==> src/common/reload_timer_pkg.sv <==
// Constants for the 8-bit reload timer with fine rate adjust
package reload_timer_pkg;
   localparam int          ADDR_W          = 20;
   localparam int          DATA_W          = 32;
   // Register indices; byte address is four times the index
   localparam logic [15:0] IDX_RELOAD      = 16'h4202;
   localparam logic [15:0] IDX_COUNTER     = 16'h4204;
   localparam logic [15:0] IDX_CONTROL     = 16'h4206;
   localparam logic [15:0] IDX_INT_STATUS  = 16'h4208;
   localparam logic [15:0] IDX_INT_MASK    = 16'h420a;
   // Control, status and mask field positions
   localparam int          RUN_BIT         = 0;
   localparam int          PRESET_BIT      = 1;
   localparam int          MODE_BIT        = 4;
   localparam int          FINE_LSB        = 8;
   localparam int          FINE_MSB        = 11;
   localparam int          UF_INT_BIT      = 0;
   // Reset values, response codes and period length
   localparam logic [7:0]  COUNTER_RESET   = 8'hff;
   localparam logic [7:0]  RELOAD_RESET    = 8'h00;
   localparam logic [3:0]  FINE_RESET      = 4'h0;
   localparam logic [1:0]  RESP_OKAY       = 2'b00;
   localparam logic [1:0]  RESP_DECERR     = 2'b11;
   localparam int          PERIOD_LEN      = 16;
   // Delay masks; bit k-1 set means underflow k of the period is delayed
   localparam logic [15:0] FINE_MASK [16] = '{
      16'h0000, 16'h8000, 16'h8080, 16'h8880,
      16'h8888, 16'ha888, 16'ha8a8, 16'haaa8,
      16'haaaa, 16'heaaa, 16'heaea, 16'heaee,
      16'heeee, 16'hfeee, 16'hfefe, 16'hfffe};
   typedef enum logic {MODE_REPEAT, MODE_ONE_SHOT} count_mode_t;
endpackage

==> src/common/fine_if.sv <==
// Links the counter core with the fine pattern and output clock blocks
`timescale 1ns/100ps
`default_nettype none
interface fine_if;
   logic [3:0] fine_adjust_pattern;   // Delays per 16-underflow period
   logic       underflow;             // Corrected underflow pulse
   logic       delay_req;             // Current underflow must be delayed
   modport core (output fine_adjust_pattern, output underflow, input delay_req);
   modport pattern (input fine_adjust_pattern, input underflow, output delay_req);
   modport clk_out (input underflow);
endinterface
`default_nettype wire

==> src/fine_delay_pattern.sv <==
// Tracks underflow position in the 16-period and flags delayed ones
`timescale 1ns/100ps
`default_nettype none
module fine_delay_pattern (
   input  wire logic aclk,      // Clock
   input  wire logic aresetn,   // Sync reset, active low
   input  wire logic ce,        // Clock enable
   fine_if.pattern   fin        // Link to counter core
);
   import reload_timer_pkg::*;
   logic [3:0]  index_q;
   logic [15:0] mask;

   always_ff @(posedge aclk) begin
      if (!aresetn) begin
         index_q <= 4'h0;
      end else if (ce && fin.underflow) begin
         index_q <= index_q + 4'h1;
      end
   end

   assign mask          = FINE_MASK[fin.fine_adjust_pattern];
   assign fin.delay_req = mask[index_q];
endmodule
`default_nettype wire

==> src/toggle_clock_out.sv <==
// Derived output clock, toggling on each corrected underflow
`timescale 1ns/100ps
`default_nettype none
module toggle_clock_out (
   input  wire logic aclk,       // Clock
   input  wire logic aresetn,    // Sync reset, active low
   input  wire logic ce,         // Clock enable
   fine_if.clk_out   fin,        // Underflow source
   output logic      clk_out     // Derived clock
);
   logic pend_q;

   // Two cycles behind the underflow, so the edge trails underflow_out by one cycle
   always_ff @(posedge aclk) begin
      if (!aresetn) begin
         pend_q  <= 1'b0;
         clk_out <= 1'b0;
      end else if (ce) begin
         pend_q <= fin.underflow;
         if (pend_q) begin
            clk_out <= ~clk_out;
         end
      end
   end
endmodule
`default_nettype wire

==> src/reload_timer.sv <==
// 8-bit reload timer with fine rate adjust and AXI4-Lite registers
//
// The AXI4-Lite register port was left to the implementer.
`timescale 1ns/100ps
`default_nettype none
module reload_timer (
   input  wire logic                             aclk,          // Clock, 100 MHz
   input  wire logic                             aresetn,       // Sync reset, active low
   input  wire logic                             ce,            // Clock enable, freezes all
   input  wire logic                             count_tick,    // Prescaler count clock pulse
   input  wire logic [reload_timer_pkg::ADDR_W-1:0] awaddr,     // Write address
   input  wire logic                             awvalid,       // Write address valid
   output logic                                  awready,       // Write address ready
   input  wire logic [reload_timer_pkg::DATA_W-1:0] wdata,      // Write data
   input  wire logic [3:0]                       wstrb,         // Write byte strobes
   input  wire logic                             wvalid,        // Write data valid
   output logic                                  wready,        // Write data ready
   output logic [1:0]                            bresp,         // Write response
   output logic                                  bvalid,        // Write response valid
   input  wire logic                             bready,        // Write response ready
   input  wire logic [reload_timer_pkg::ADDR_W-1:0] araddr,     // Read address
   input  wire logic                             arvalid,       // Read address valid
   output logic                                  arready,       // Read address ready
   output logic [reload_timer_pkg::DATA_W-1:0]   rdata,         // Read data
   output logic [1:0]                            rresp,         // Read response
   output logic                                  rvalid,        // Read data valid
   input  wire logic                             rready,        // Read data ready
   output logic                                  underflow_out, // Corrected underflow pulse
   output logic                                  clk_out,       // Derived output clock
   output logic                                  irq            // Level interrupt
);
   import reload_timer_pkg::*;

   fine_if fin ();

   logic [7:0]                count_field_q;
   logic [7:0]                reload_value_q;
   logic [3:0]                fine_q;
   count_mode_t               mode_q;
   logic                      run_q;
   logic                      stall_q;
   logic                      status_q;
   logic                      mask_q;
   logic                      at_zero;
   logic [ADDR_W-1:0]         aw_addr_q;
   logic [DATA_W-1:0]         w_data_q;
   logic [3:0]                w_strb_q;
   logic                      aw_held_q;
   logic                      w_held_q;
   logic                      do_write;
   logic                      do_read;
   logic                      wr_ctl;
   logic                      wr_rld;
   logic                      wr_mask;
   logic                      rd_status;
   logic                      preset;
   logic                      uf_now;
   logic [DATA_W-1:0]         rd_data_d;
   logic [1:0]                rd_resp_d;
   logic [1:0]                wr_resp_d;
   logic [DATA_W-1:0]         counter_word;
   logic [DATA_W-1:0]         control_word;
   logic [DATA_W-1:0]         reload_word;
   logic [DATA_W-1:0]         status_word;
   logic [DATA_W-1:0]         mask_word;

   // Bus write path: address and data may arrive in either order
   assign do_write = aw_held_q && w_held_q && !bvalid;
   assign do_read  = arvalid && arready;

   always_ff @(posedge aclk) begin
      if (!aresetn) begin
         awready   <= 1'b1;
         aw_held_q <= 1'b0;
         aw_addr_q <= '0;
      end else if (ce) begin
         if (awvalid && awready) begin
            aw_held_q <= 1'b1;
            aw_addr_q <= awaddr;
            awready   <= 1'b0;
         end else if (do_write) begin
            aw_held_q <= 1'b0;
         end else if (!aw_held_q && !bvalid) begin
            awready   <= 1'b1;
         end
      end
   end

   always_ff @(posedge aclk) begin
      if (!aresetn) begin
         wready   <= 1'b1;
         w_held_q <= 1'b0;
         w_data_q <= '0;
         w_strb_q <= 4'h0;
      end else if (ce) begin
         if (wvalid && wready) begin
            w_held_q <= 1'b1;
            w_data_q <= wdata;
            w_strb_q <= wstrb;
            wready   <= 1'b0;
         end else if (do_write) begin
            w_held_q <= 1'b0;
         end else if (!w_held_q && !bvalid) begin
            wready   <= 1'b1;
         end
      end
   end

   // Write decode
   always_comb begin
      wr_ctl    = 1'b0;
      wr_rld    = 1'b0;
      wr_mask   = 1'b0;
      wr_resp_d = RESP_OKAY;
      if (aw_addr_q == {2'b00, IDX_CONTROL, 2'b00}) begin
         wr_ctl = do_write;
      end else if (aw_addr_q == {2'b00, IDX_RELOAD, 2'b00}) begin
         wr_rld = do_write;
      end else if (aw_addr_q == {2'b00, IDX_INT_MASK, 2'b00}) begin
         wr_mask = do_write;
      end else if (aw_addr_q == {2'b00, IDX_COUNTER, 2'b00}) begin
         wr_resp_d = RESP_OKAY;
      end else if (aw_addr_q == {2'b00, IDX_INT_STATUS, 2'b00}) begin
         wr_resp_d = RESP_OKAY;
      end else begin
         wr_resp_d = RESP_DECERR;
      end
   end

   always_ff @(posedge aclk) begin
      if (!aresetn) begin
         bvalid <= 1'b0;
         bresp  <= RESP_OKAY;
      end else if (ce) begin
         if (do_write) begin
            bvalid <= 1'b1;
            bresp  <= wr_resp_d;
         end else if (bready) begin
            bvalid <= 1'b0;
         end
      end
   end

   // Preset takes effect only for a 1 in the low lane
   assign preset = wr_ctl && w_strb_q[0] && w_data_q[PRESET_BIT];

   always_ff @(posedge aclk) begin
      if (!aresetn) begin
         fine_q <= FINE_RESET;
         mode_q <= MODE_REPEAT;
      end else if (ce && wr_ctl) begin
         if (w_strb_q[1]) begin
            fine_q <= w_data_q[FINE_MSB:FINE_LSB];
         end
         if (w_strb_q[0]) begin
            // Changing mode mid-count is allowed but software should not
            mode_q <= count_mode_t'(w_data_q[MODE_BIT]);
         end
      end
   end

   // Reload lives in the low lane only
   always_ff @(posedge aclk) begin
      if (!aresetn) begin
         reload_value_q <= RELOAD_RESET;
      end else if (ce && wr_rld && w_strb_q[0]) begin
         reload_value_q <= w_data_q[7:0];
      end
   end

   // Mask only gates the pin; the flag sets regardless
   always_ff @(posedge aclk) begin
      if (!aresetn) begin
         mask_q <= 1'b0;
      end else if (ce && wr_mask && w_strb_q[0]) begin
         mask_q <= w_data_q[UF_INT_BIT];
      end
   end

   // Underflow happens at zero on a tick; a delayed one holds one more tick
   assign at_zero = run_q && count_tick && (count_field_q == 8'h00);
   assign uf_now  = at_zero && (stall_q || !fin.delay_req);

   // A software write of run beats the one-shot self stop
   always_ff @(posedge aclk) begin
      if (!aresetn) begin
         run_q <= 1'b0;
      end else if (ce) begin
         if (wr_ctl && w_strb_q[0]) begin
            run_q <= w_data_q[RUN_BIT];
         end else if (uf_now && mode_q == MODE_ONE_SHOT) begin
            run_q <= 1'b0;
         end
      end
   end

   // Stall marks a zero count whose underflow the pattern pushed back
   always_ff @(posedge aclk) begin
      if (!aresetn) begin
         stall_q <= 1'b0;
      end else if (ce) begin
         if (preset || uf_now) begin
            stall_q <= 1'b0;
         end else if (at_zero) begin
            stall_q <= 1'b1;
         end
      end
   end

   // Ticks while stopped leave the count untouched
   always_ff @(posedge aclk) begin
      if (!aresetn) begin
         count_field_q <= COUNTER_RESET;
      end else if (ce) begin
         if (preset || uf_now) begin
            count_field_q <= reload_value_q;
         end else if (run_q && count_tick && count_field_q != 8'h00) begin
            count_field_q <= count_field_q - 8'h01;
         end
      end
   end

   always_ff @(posedge aclk) begin
      if (!aresetn) begin
         underflow_out <= 1'b0;
      end else if (ce) begin
         underflow_out <= uf_now;
      end
   end

   // Slot advances on the underflow edge itself; a registered copy lags back-to-back ticks
   assign fin.fine_adjust_pattern = fine_q;
   assign fin.underflow           = uf_now;

   fine_delay_pattern u_pattern (
      .aclk    (aclk),
      .aresetn (aresetn),
      .ce      (ce),
      .fin     (fin)
   );

   toggle_clock_out u_clk_out (
      .aclk    (aclk),
      .aresetn (aresetn),
      .ce      (ce),
      .fin     (fin),
      .clk_out (clk_out)
   );

   // Register images, reserved bits held at zero
   always_comb begin
      counter_word                    = '0;
      control_word                    = '0;
      reload_word                     = '0;
      status_word                     = '0;
      mask_word                       = '0;
      counter_word[7:0]               = count_field_q;
      control_word[FINE_MSB:FINE_LSB] = fine_q;
      control_word[MODE_BIT]          = mode_q;
      control_word[PRESET_BIT]        = 1'b0;
      control_word[RUN_BIT]           = run_q;
      reload_word[7:0]                = reload_value_q;
      status_word[UF_INT_BIT]         = status_q;
      mask_word[UF_INT_BIT]           = mask_q;
   end

   // Read decode
   always_comb begin
      rd_data_d = '0;
      rd_resp_d = RESP_OKAY;
      rd_status = 1'b0;
      if (araddr == {2'b00, IDX_COUNTER, 2'b00}) begin
         rd_data_d = counter_word;
      end else if (araddr == {2'b00, IDX_CONTROL, 2'b00}) begin
         rd_data_d = control_word;
      end else if (araddr == {2'b00, IDX_RELOAD, 2'b00}) begin
         rd_data_d = reload_word;
      end else if (araddr == {2'b00, IDX_INT_STATUS, 2'b00}) begin
         rd_data_d = status_word;
         rd_status = do_read;
      end else if (araddr == {2'b00, IDX_INT_MASK, 2'b00}) begin
         rd_data_d = mask_word;
      end else begin
         rd_resp_d = RESP_DECERR;
      end
   end

   // Read data is captured at the handshake and stands until rready
   always_ff @(posedge aclk) begin
      if (!aresetn) begin
         arready <= 1'b1;
         rvalid  <= 1'b0;
         rdata   <= '0;
         rresp   <= RESP_OKAY;
      end else if (ce) begin
         if (do_read) begin
            arready <= 1'b0;
            rvalid  <= 1'b1;
            rdata   <= rd_data_d;
            rresp   <= rd_resp_d;
         end else if (rvalid && rready) begin
            rvalid  <= 1'b0;
            arready <= 1'b1;
         end
      end
   end

   // Sticky flag; a new underflow beats a clearing read
   always_ff @(posedge aclk) begin
      if (!aresetn) begin
         status_q <= 1'b0;
      end else if (ce) begin
         if (uf_now) begin
            status_q <= 1'b1;
         end else if (rd_status) begin
            status_q <= 1'b0;
         end
      end
   end

   // One cycle behind the flag, traded for a glitch-free pin
   always_ff @(posedge aclk) begin
      if (!aresetn) begin
         irq <= 1'b0;
      end else if (ce) begin
         irq <= status_q && mask_q;
      end
   end
endmodule
`default_nettype wire

==> config.mk <==
export PLATFORM = sky130hd
export DESIGN_NAME = reload_timer
export DESIGN_NICKNAME = d
export VERILOG_FILES = /design/src/common/reload_timer_pkg.sv /design/src/common/fine_if.sv /design/src/fine_delay_pattern.sv /design/src/toggle_clock_out.sv /design/src/reload_timer.sv
export SDC_FILE = /design/constraint.sdc
export NUM_CORES = 1
export LEC_CHECK = 0
export BUFFER_PORTS_ARGS = -buffer_cell sky130_fd_sc_hd__buf_2
export CAP_MARGIN = 20
export CORE_MARGIN = 5
export CORE_UTILIZATION = 45
export DETAILED_ROUTE_END_ITERATION = 12
export GPL_TIMING_DRIVEN = 1
export PLACE_DENSITY = 0.84
export SETUP_SLACK_MARGIN = 0.1
export SYNTH_ARGS = -nofsm -noshare
export SYNTH_HDL_FRONTEND = slang
export SYNTH_SLANG_ARGS = --single-unit
==> constraint.sdc <==
create_clock -name aclk -period 2.1 [get_ports aclk]
set_input_delay 0.315 -clock aclk [delete_from_list [all_inputs] [get_ports aclk]]
set_output_delay 0.315 -clock aclk [all_outputs]
set_load 0.05 [all_outputs]
Word-level counts from Yosys, hierarchy flattened
Memories as Yosys holds them, arrays and structs flattened.
Cells that the tools add are included.
{"block": "totals", "regBits": 109, "word_cells": 153, "mem_bits_ro": 256, "mem_count": 1, "input_bits": 85, "latchBits": 0, "ramBits": 0}
{"block": "op_classes", "div_mod_pow": 0, "mul": 0, "reduce_logical": 57, "n_addsub": 2, "eq_ne": 12, "n_shift": 0, "bitwise": 2, "magnitude_cmp": 2, "mux": 52}
{"name": "(no name shown)", "depth": 16, "word_bits": 16, "rd": 1, "rd_clocked_by_memory_dff": 0, "write_ports": 0, "line_no": "fine_delay_pattern.sv:22", "text": "assign mask = FINE_MASK[fin.fine_adjust_pattern];"}
{"operator": "$eq 20x17->1 const B", "count": 10}
{"operator": "$mux 1", "count": 34}
{"operator": "$mux 16", "count": 2}
{"operator": "$reduce_and 2->1", "count": 15}
{"operator": "$mux 12", "count": 2}
{"operator": "$mux 8", "count": 3}
{"operator": "$logic_and 1x1->1", "count": 22}
{"operator": "$mux 2", "count": 10}
{"operator": "$reduce_bool 2->1", "count": 10}
{"operator": "$logic_not 8->1", "count": 1}
{"operator": "$reduce_bool 8->1", "count": 1}
{"operator": "$sub 8x1->8 const B", "count": 1}
{"operator": "$reduce_and 3->1", "count": 2}
{"operator": "$ge 5x5->1 const B", "count": 1}
{"operator": "$lt 4x5->1 const B", "count": 1}
{"operator": "$not 4->5", "count": 1}
{"operator": "$add 4x1->4 const B", "count": 1}
{"operator": "$bmux 1 s4", "count": 1}
{"operator": "$logic_not 1->1", "count": 4}
{"operator": "$ne 2x1->1 const B", "count": 2}
{"operator": "$logic_or 1x1->1", "count": 2}
{"operator": "$not 1->1", "count": 1}

Depth between registers and ports, before layout
{"block": "depth", "depth_word": 12, "ltp_mapped": 8, "ltp_nobuf": 7}

Cells and area by module
From an unflattened synthesis, not the netlist that was laid out.
{"block": "unflattened", "hier_cells": 511, "hier_area_um2": 4418.0}
{"mod": "reload_timer", "cells_each": 471, "seq_area_each_um2": 1641.6, "area_per_inst_um2": 4073.9, "instances": 1}
{"mod": "fine_delay_pattern", "cells_each": 32, "seq_area_each_um2": 80.1, "area_per_inst_um2": 264.0, "instances": 1}
{"mod": "toggle_clock_out", "cells_each": 8, "seq_area_each_um2": 40.0, "area_per_inst_um2": 80.1, "instances": 1}

Worst setup path after synthesis
No wires, ideal clock.
{"block": "synth_timing", "kind": "register to register", "startpoint": "register bvalid", "endpoint": "register count_field_q[1]", "setup_ps": 114, "path_stages_with_launch": 9, "t_arrival_ps": 2065, "t_required_ps": 1986, "path_slack_ps": -78, "cell_sequence": "dfxtp_1 -> nand2b_1 -> or4_4 -> nor4_4 -> a21o_1 -> o311a_1 -> buf_6 -> o21ai_0 -> a21o_1"}
{"block": "synth_between", "elab_chain_len": 8}
{"item": "from (decl)", "line_no": "reload_timer.sv:19", "text": "output logic bvalid,"}
{"item": "from (signal assigned)", "line_no": "reload_timer.sv:132", "text": "bvalid <= 1'b0;"}
{"item": "from (signal assigned)", "line_no": "reload_timer.sv:136", "text": "bvalid <= 1'b1;"}
{"item": "from (signal assigned)", "line_no": "reload_timer.sv:139", "text": "bvalid <= 1'b0;"}
{"item": "$logic_not 1->1 (*)", "line_no": "reload_timer.sv:68", "text": "assign do_write = aw_held_q && w_held_q && !bvalid;"}
{"item": "$logic_and 1x1->1 (*)", "line_no": "reload_timer.sv:68"}
{"item": "$mux 1 (*)", "line_no": "reload_timer.sv:115", "text": "if (aw_addr_q == {2'b00, IDX_CONTROL, 2'b00}) begin"}
{"item": "$logic_and 1x1->1 (*) (2 in a row)", "line_no": "reload_timer.sv:145", "text": "assign preset = wr_ctl && w_strb_q[0] && w_data_q[PRESET_BIT];"}
{"item": "$logic_or 1x1->1 (*)", "line_no": "reload_timer.sv:215", "text": "if (preset || uf_now) begin"}
{"item": "$reduce_bool 2->1 (no line)"}
{"item": "$reduce_and 2->1 (no line)"}
{"item": "to (signal assigned)", "line_no": "reload_timer.sv:216", "text": "count_field_q <= reload_value_q;"}
{"item": "to (signal assigned)", "line_no": "reload_timer.sv:218", "text": "count_field_q <= count_field_q - 8'h01;"}
{"item": "to (decl)", "line_no": "reload_timer.sv:36", "text": "logic [7:0] count_field_q;"}
Mark *: on every way between the ends. The rest lies on a longest branch, timed or not.
A chain may end at the register's enable or synchronous reset.

Final worst setup path
{"block": "layout_timing", "startpoint": "register aw_addr_q[9]", "endpoint": "register reload_value_q[7]"}
{"block": "layout_between", "elab_chain_len": 5}
{"item": "from (decl)", "line_no": "reload_timer.sv:45", "text": "logic [ADDR_W-1:0] aw_addr_q;"}
{"item": "from (signal assigned)", "line_no": "reload_timer.sv:79", "text": "aw_addr_q <= awaddr;"}
{"item": "$eq 20x17->1", "line_no": "reload_timer.sv:117", "text": "end else if (aw_addr_q == {2'b00, IDX_RELOAD, 2'b00}) begin"}
{"item": "$mux 1", "line_no": "reload_timer.sv:117"}
{"item": "$mux 1 (*)", "line_no": "reload_timer.sv:115"}
{"item": "$logic_and 1x1->1 (*) (2 in a row)", "line_no": "reload_timer.sv:166", "text": "end else if (ce && wr_rld && w_strb_q[0]) begin"}
{"item": "to (signal assigned)", "line_no": "reload_timer.sv:167", "text": "reload_value_q <= w_data_q[7:0];"}
{"item": "to (decl)", "line_no": "reload_timer.sv:37", "text": "logic [7:0] reload_value_q;"}
Marked as above.

==> summary.txt <==
status -> complete, but fails checks
failing checks -> negative setup slack
RSZ-0062 raised after global routing -> true
data arrival time of the worst path -> 2380 ps
worst slew pin tran -> 530 ps
Crit Path Class -> reg2reg
largest net degree at the start of global routing -> 52
drt total wl -> 10.2 mm
Seq. cell area -> 1750 um^2
most used cells in the layout excluding fill and tap cells -> nand2_1 (87), buf_2 (86), dfxtp_1 (80)
Syn Area/Cell -> 8.68 um^2
Seq/Total Area, Yosys -> 42.7%
Area growth syn-to-layout -> 24.2%
max_slew headroom -> 64.6%
final worst slack -> -28.6 ps
worst skew pair latency -> 360 ps
setup_tns -> -80.1 ps
crit-path max FO -> 8
dpl ws -> -56.9 ps
IO buf count -> 86
FMAX -> 0.470 GHz
YS warnings -> 0
first-pass GRT wire length -> 16.6 mm
#FFs+latches synth -> 87
clk buf depth -> 2
CTS clk-pin slew, worst paths -> 100 ps
area of the mapped netlist -> 4080 um^2
FP Rows -> 34
Root Buffer -> clkbuf_8
max cap viols -> 0
vias in the first global route -> 3674
Starting Density -> 46.5%
PwrDens -> 690 nW/um^2
top-level port count -> 129
Hold WC Path Type -> in2reg
total power -> 0.00350 W
die width -> 105 um
fin crit share -> 101%
placed cell count -> 663
htree depth -> 3
total congestion overflow -> 0
GRT Total Usage -> 18.0%
multi-input logic area -> 2210 um^2
vias -> 3653
Cells after Synth -> 470
placed inst area -> 4670 um^2
reg2reg path depth -> 7
min Tclk post-route -> 2130 ps
commonest non-fill, non-tap cell in the layout -> nand2_1
Worst setup SP type -> register
fin nets -> 661
Max Slew Vio Count -> 0
cell area after layout -> 5070 um^2
Worst Setup End Kind -> register
1st-pass router iterations -> 5
CTS buffer count -> 9
core area -> 8760 um^2
Max VDD drop -> 0.393 mV
Pleak -> 2.09 nW
HPWL Detailed -> 7.23 mm
clk sinks -> 87
TritonCTS clock tree -> yes
vias per std cell -> 5.33
fill count -> 735
Avg WL per Cell -> 14.9 um
initial antenna violation count -> 0
post-synthesis cell type count -> 53
DIE AREA -> 11100 um^2
Hold Path Stages -> 3
initial drt markers -> 222
Setup-failing EPs final -> 6
Clock Skews -> 11.9 ps
Non-Filler Instances -> 686
asr flop ratio synth -> 0%
post-route ant nets -> 0
routability cong. -> 0.869
drt drc -> 0
share of layout cells above drive strength 1 -> 29.9%
Die H -> 105 um
Required @ worst endpoint -> 2350 ps
Top FF cell, synth -> dfxtp_1
Final Hold Viols -> 0
Ant. Diodes -> 0
number of synthesized flops with an enable pin -> 0
[area by class of cell]
cell class                      instances  area share, %
Inverter                               12          0.889
Multi-Input combinational cell        346           43.6
Tap cell                              108           2.67
Clock inverter                          7           2.05
Timing Repair Buffer                  117           13.7
Clock buffer                            9           2.45
Sequential cell                        87           34.6
[synth_stat cells (3+ instances only)]
cell type	instances	area [um^2]
a21boi_0	39	293
a21o_1	3	22.5
a21oi_1	10	50.1
a221oi_1	7	61.3
a22oi_1	5	37.5
a31oi_1	3	18.8
a32oi_1	5	43.8
and2_1	5	31.3
and3_1	5	31.3
buf_4	22	165
clkbuf_1	20	75.1
dfxtp_1	87	1740
ha_1	3	37.5
inv_1	12	45.0
mux2i_1	21	210
nand2_1	88	330
nand2b_1	7	43.8
nand3_1	9	45.0
nand4_1	3	18.8
nor2_1	20	75.1
nor2b_1	21	131
nor3_1	8	40.0
nor3b_1	4	30.0
nor4b_1	4	35.0
o21ai_0	20	100
o21ai_1	5	25.0
or3_1	3	18.8
xnor2_1	3	26.3
[metrics by stage]
stage | hold slack [ps] | util [%]
2_1_floorplan | 438 | -
3_3_place_gp | 447 | 53.3
3_5_place_dp | 457 | 53.3
4_1_cts | 174 | 57.2
5_1_grt | 170 | 57.8
6_report | 189 | 57.8
[critical path, cell delays in order, from the launching register on]
cell and delay [ps]:
dfxtp_2 330, or4b_4 570, nor4_4 350, nand3_2 160, nor3_4 170, buf_12 160, mux2i_1 210, nor2b_1 80
[power by group]
part / switching (W) / internal (W)
clock: 0.000639 / 0.000685
combinational: 0.000295 / 0.000144
sequential: 0.0000329 / 0.00170
[timing repair]
| action | 4_1_cts | 5_1_grt |
|---|---|---|
| gates cloned | 1 | 0 |
| hold buffers | 0 | 0 |
| buffers inserted | 6 | 1 |
| resized for setup | 20 | 14 |
| pin swaps | 15 | 7 |
| hold endpoints to repair | 0 | 0 |
| endpoints found under the setup margin | 21 | 25 |
[cell families (layout without fill, tap and decap cells)]
family                   Yosys count  count (layout)  share of synthesized area [%]
AND/OR/NAND/NOR                  190             190                           24.4
AO/OA/AOI/OAI                    108             109                           18.4
flip-flops                        87              87                           42.7
buffers and inverters             57             145                           7.67
multiplexers                      21              21                           5.15
adder cells (fa/ha/maj)            3               3                          0.920
XOR/XNOR                           3               3                          0.644
other                              1              20                         0.0919
[sequential cells by signal, indices dropped and copies added (netlist names), 2 cells and up]
register and count:
aw_addr_q 20, u_pattern.index_q 4, w_data_q 12, rdata 12, fin.fine_adjust_pattern 4, reload_value_q 8
w_strb_q 2, count_field_q 8
[path summary, 6_finish.rpt]
path	from	endpoint	slack (ps)
worst min-delay path	awaddr[1]	aw_addr_q[1]	190
worst max-delay path	aw_addr_q[9]	reload_value_q[7]	-30
worst min register to register	w_data_q[10]	w_data_q[10]	470
worst max register to register	aw_addr_q[9]	reload_value_q[7]	-30
[layer usage]
metal / up-vias / part of all wire, % / global-route usage [%] / wire (um)
met3: 17 / 8.0 / 4.13 / 820
met4: 0 / 1.4 / 6.48 / 141
li1: 1793 / - / - / -
met5: - / 0 / 0 / 0
met1: 1678 / 44 / 23.0 / 4450
met2: 165 / 47 / 29.5 / 4790
No activity file was read; power rests on OpenSTA's default activity.
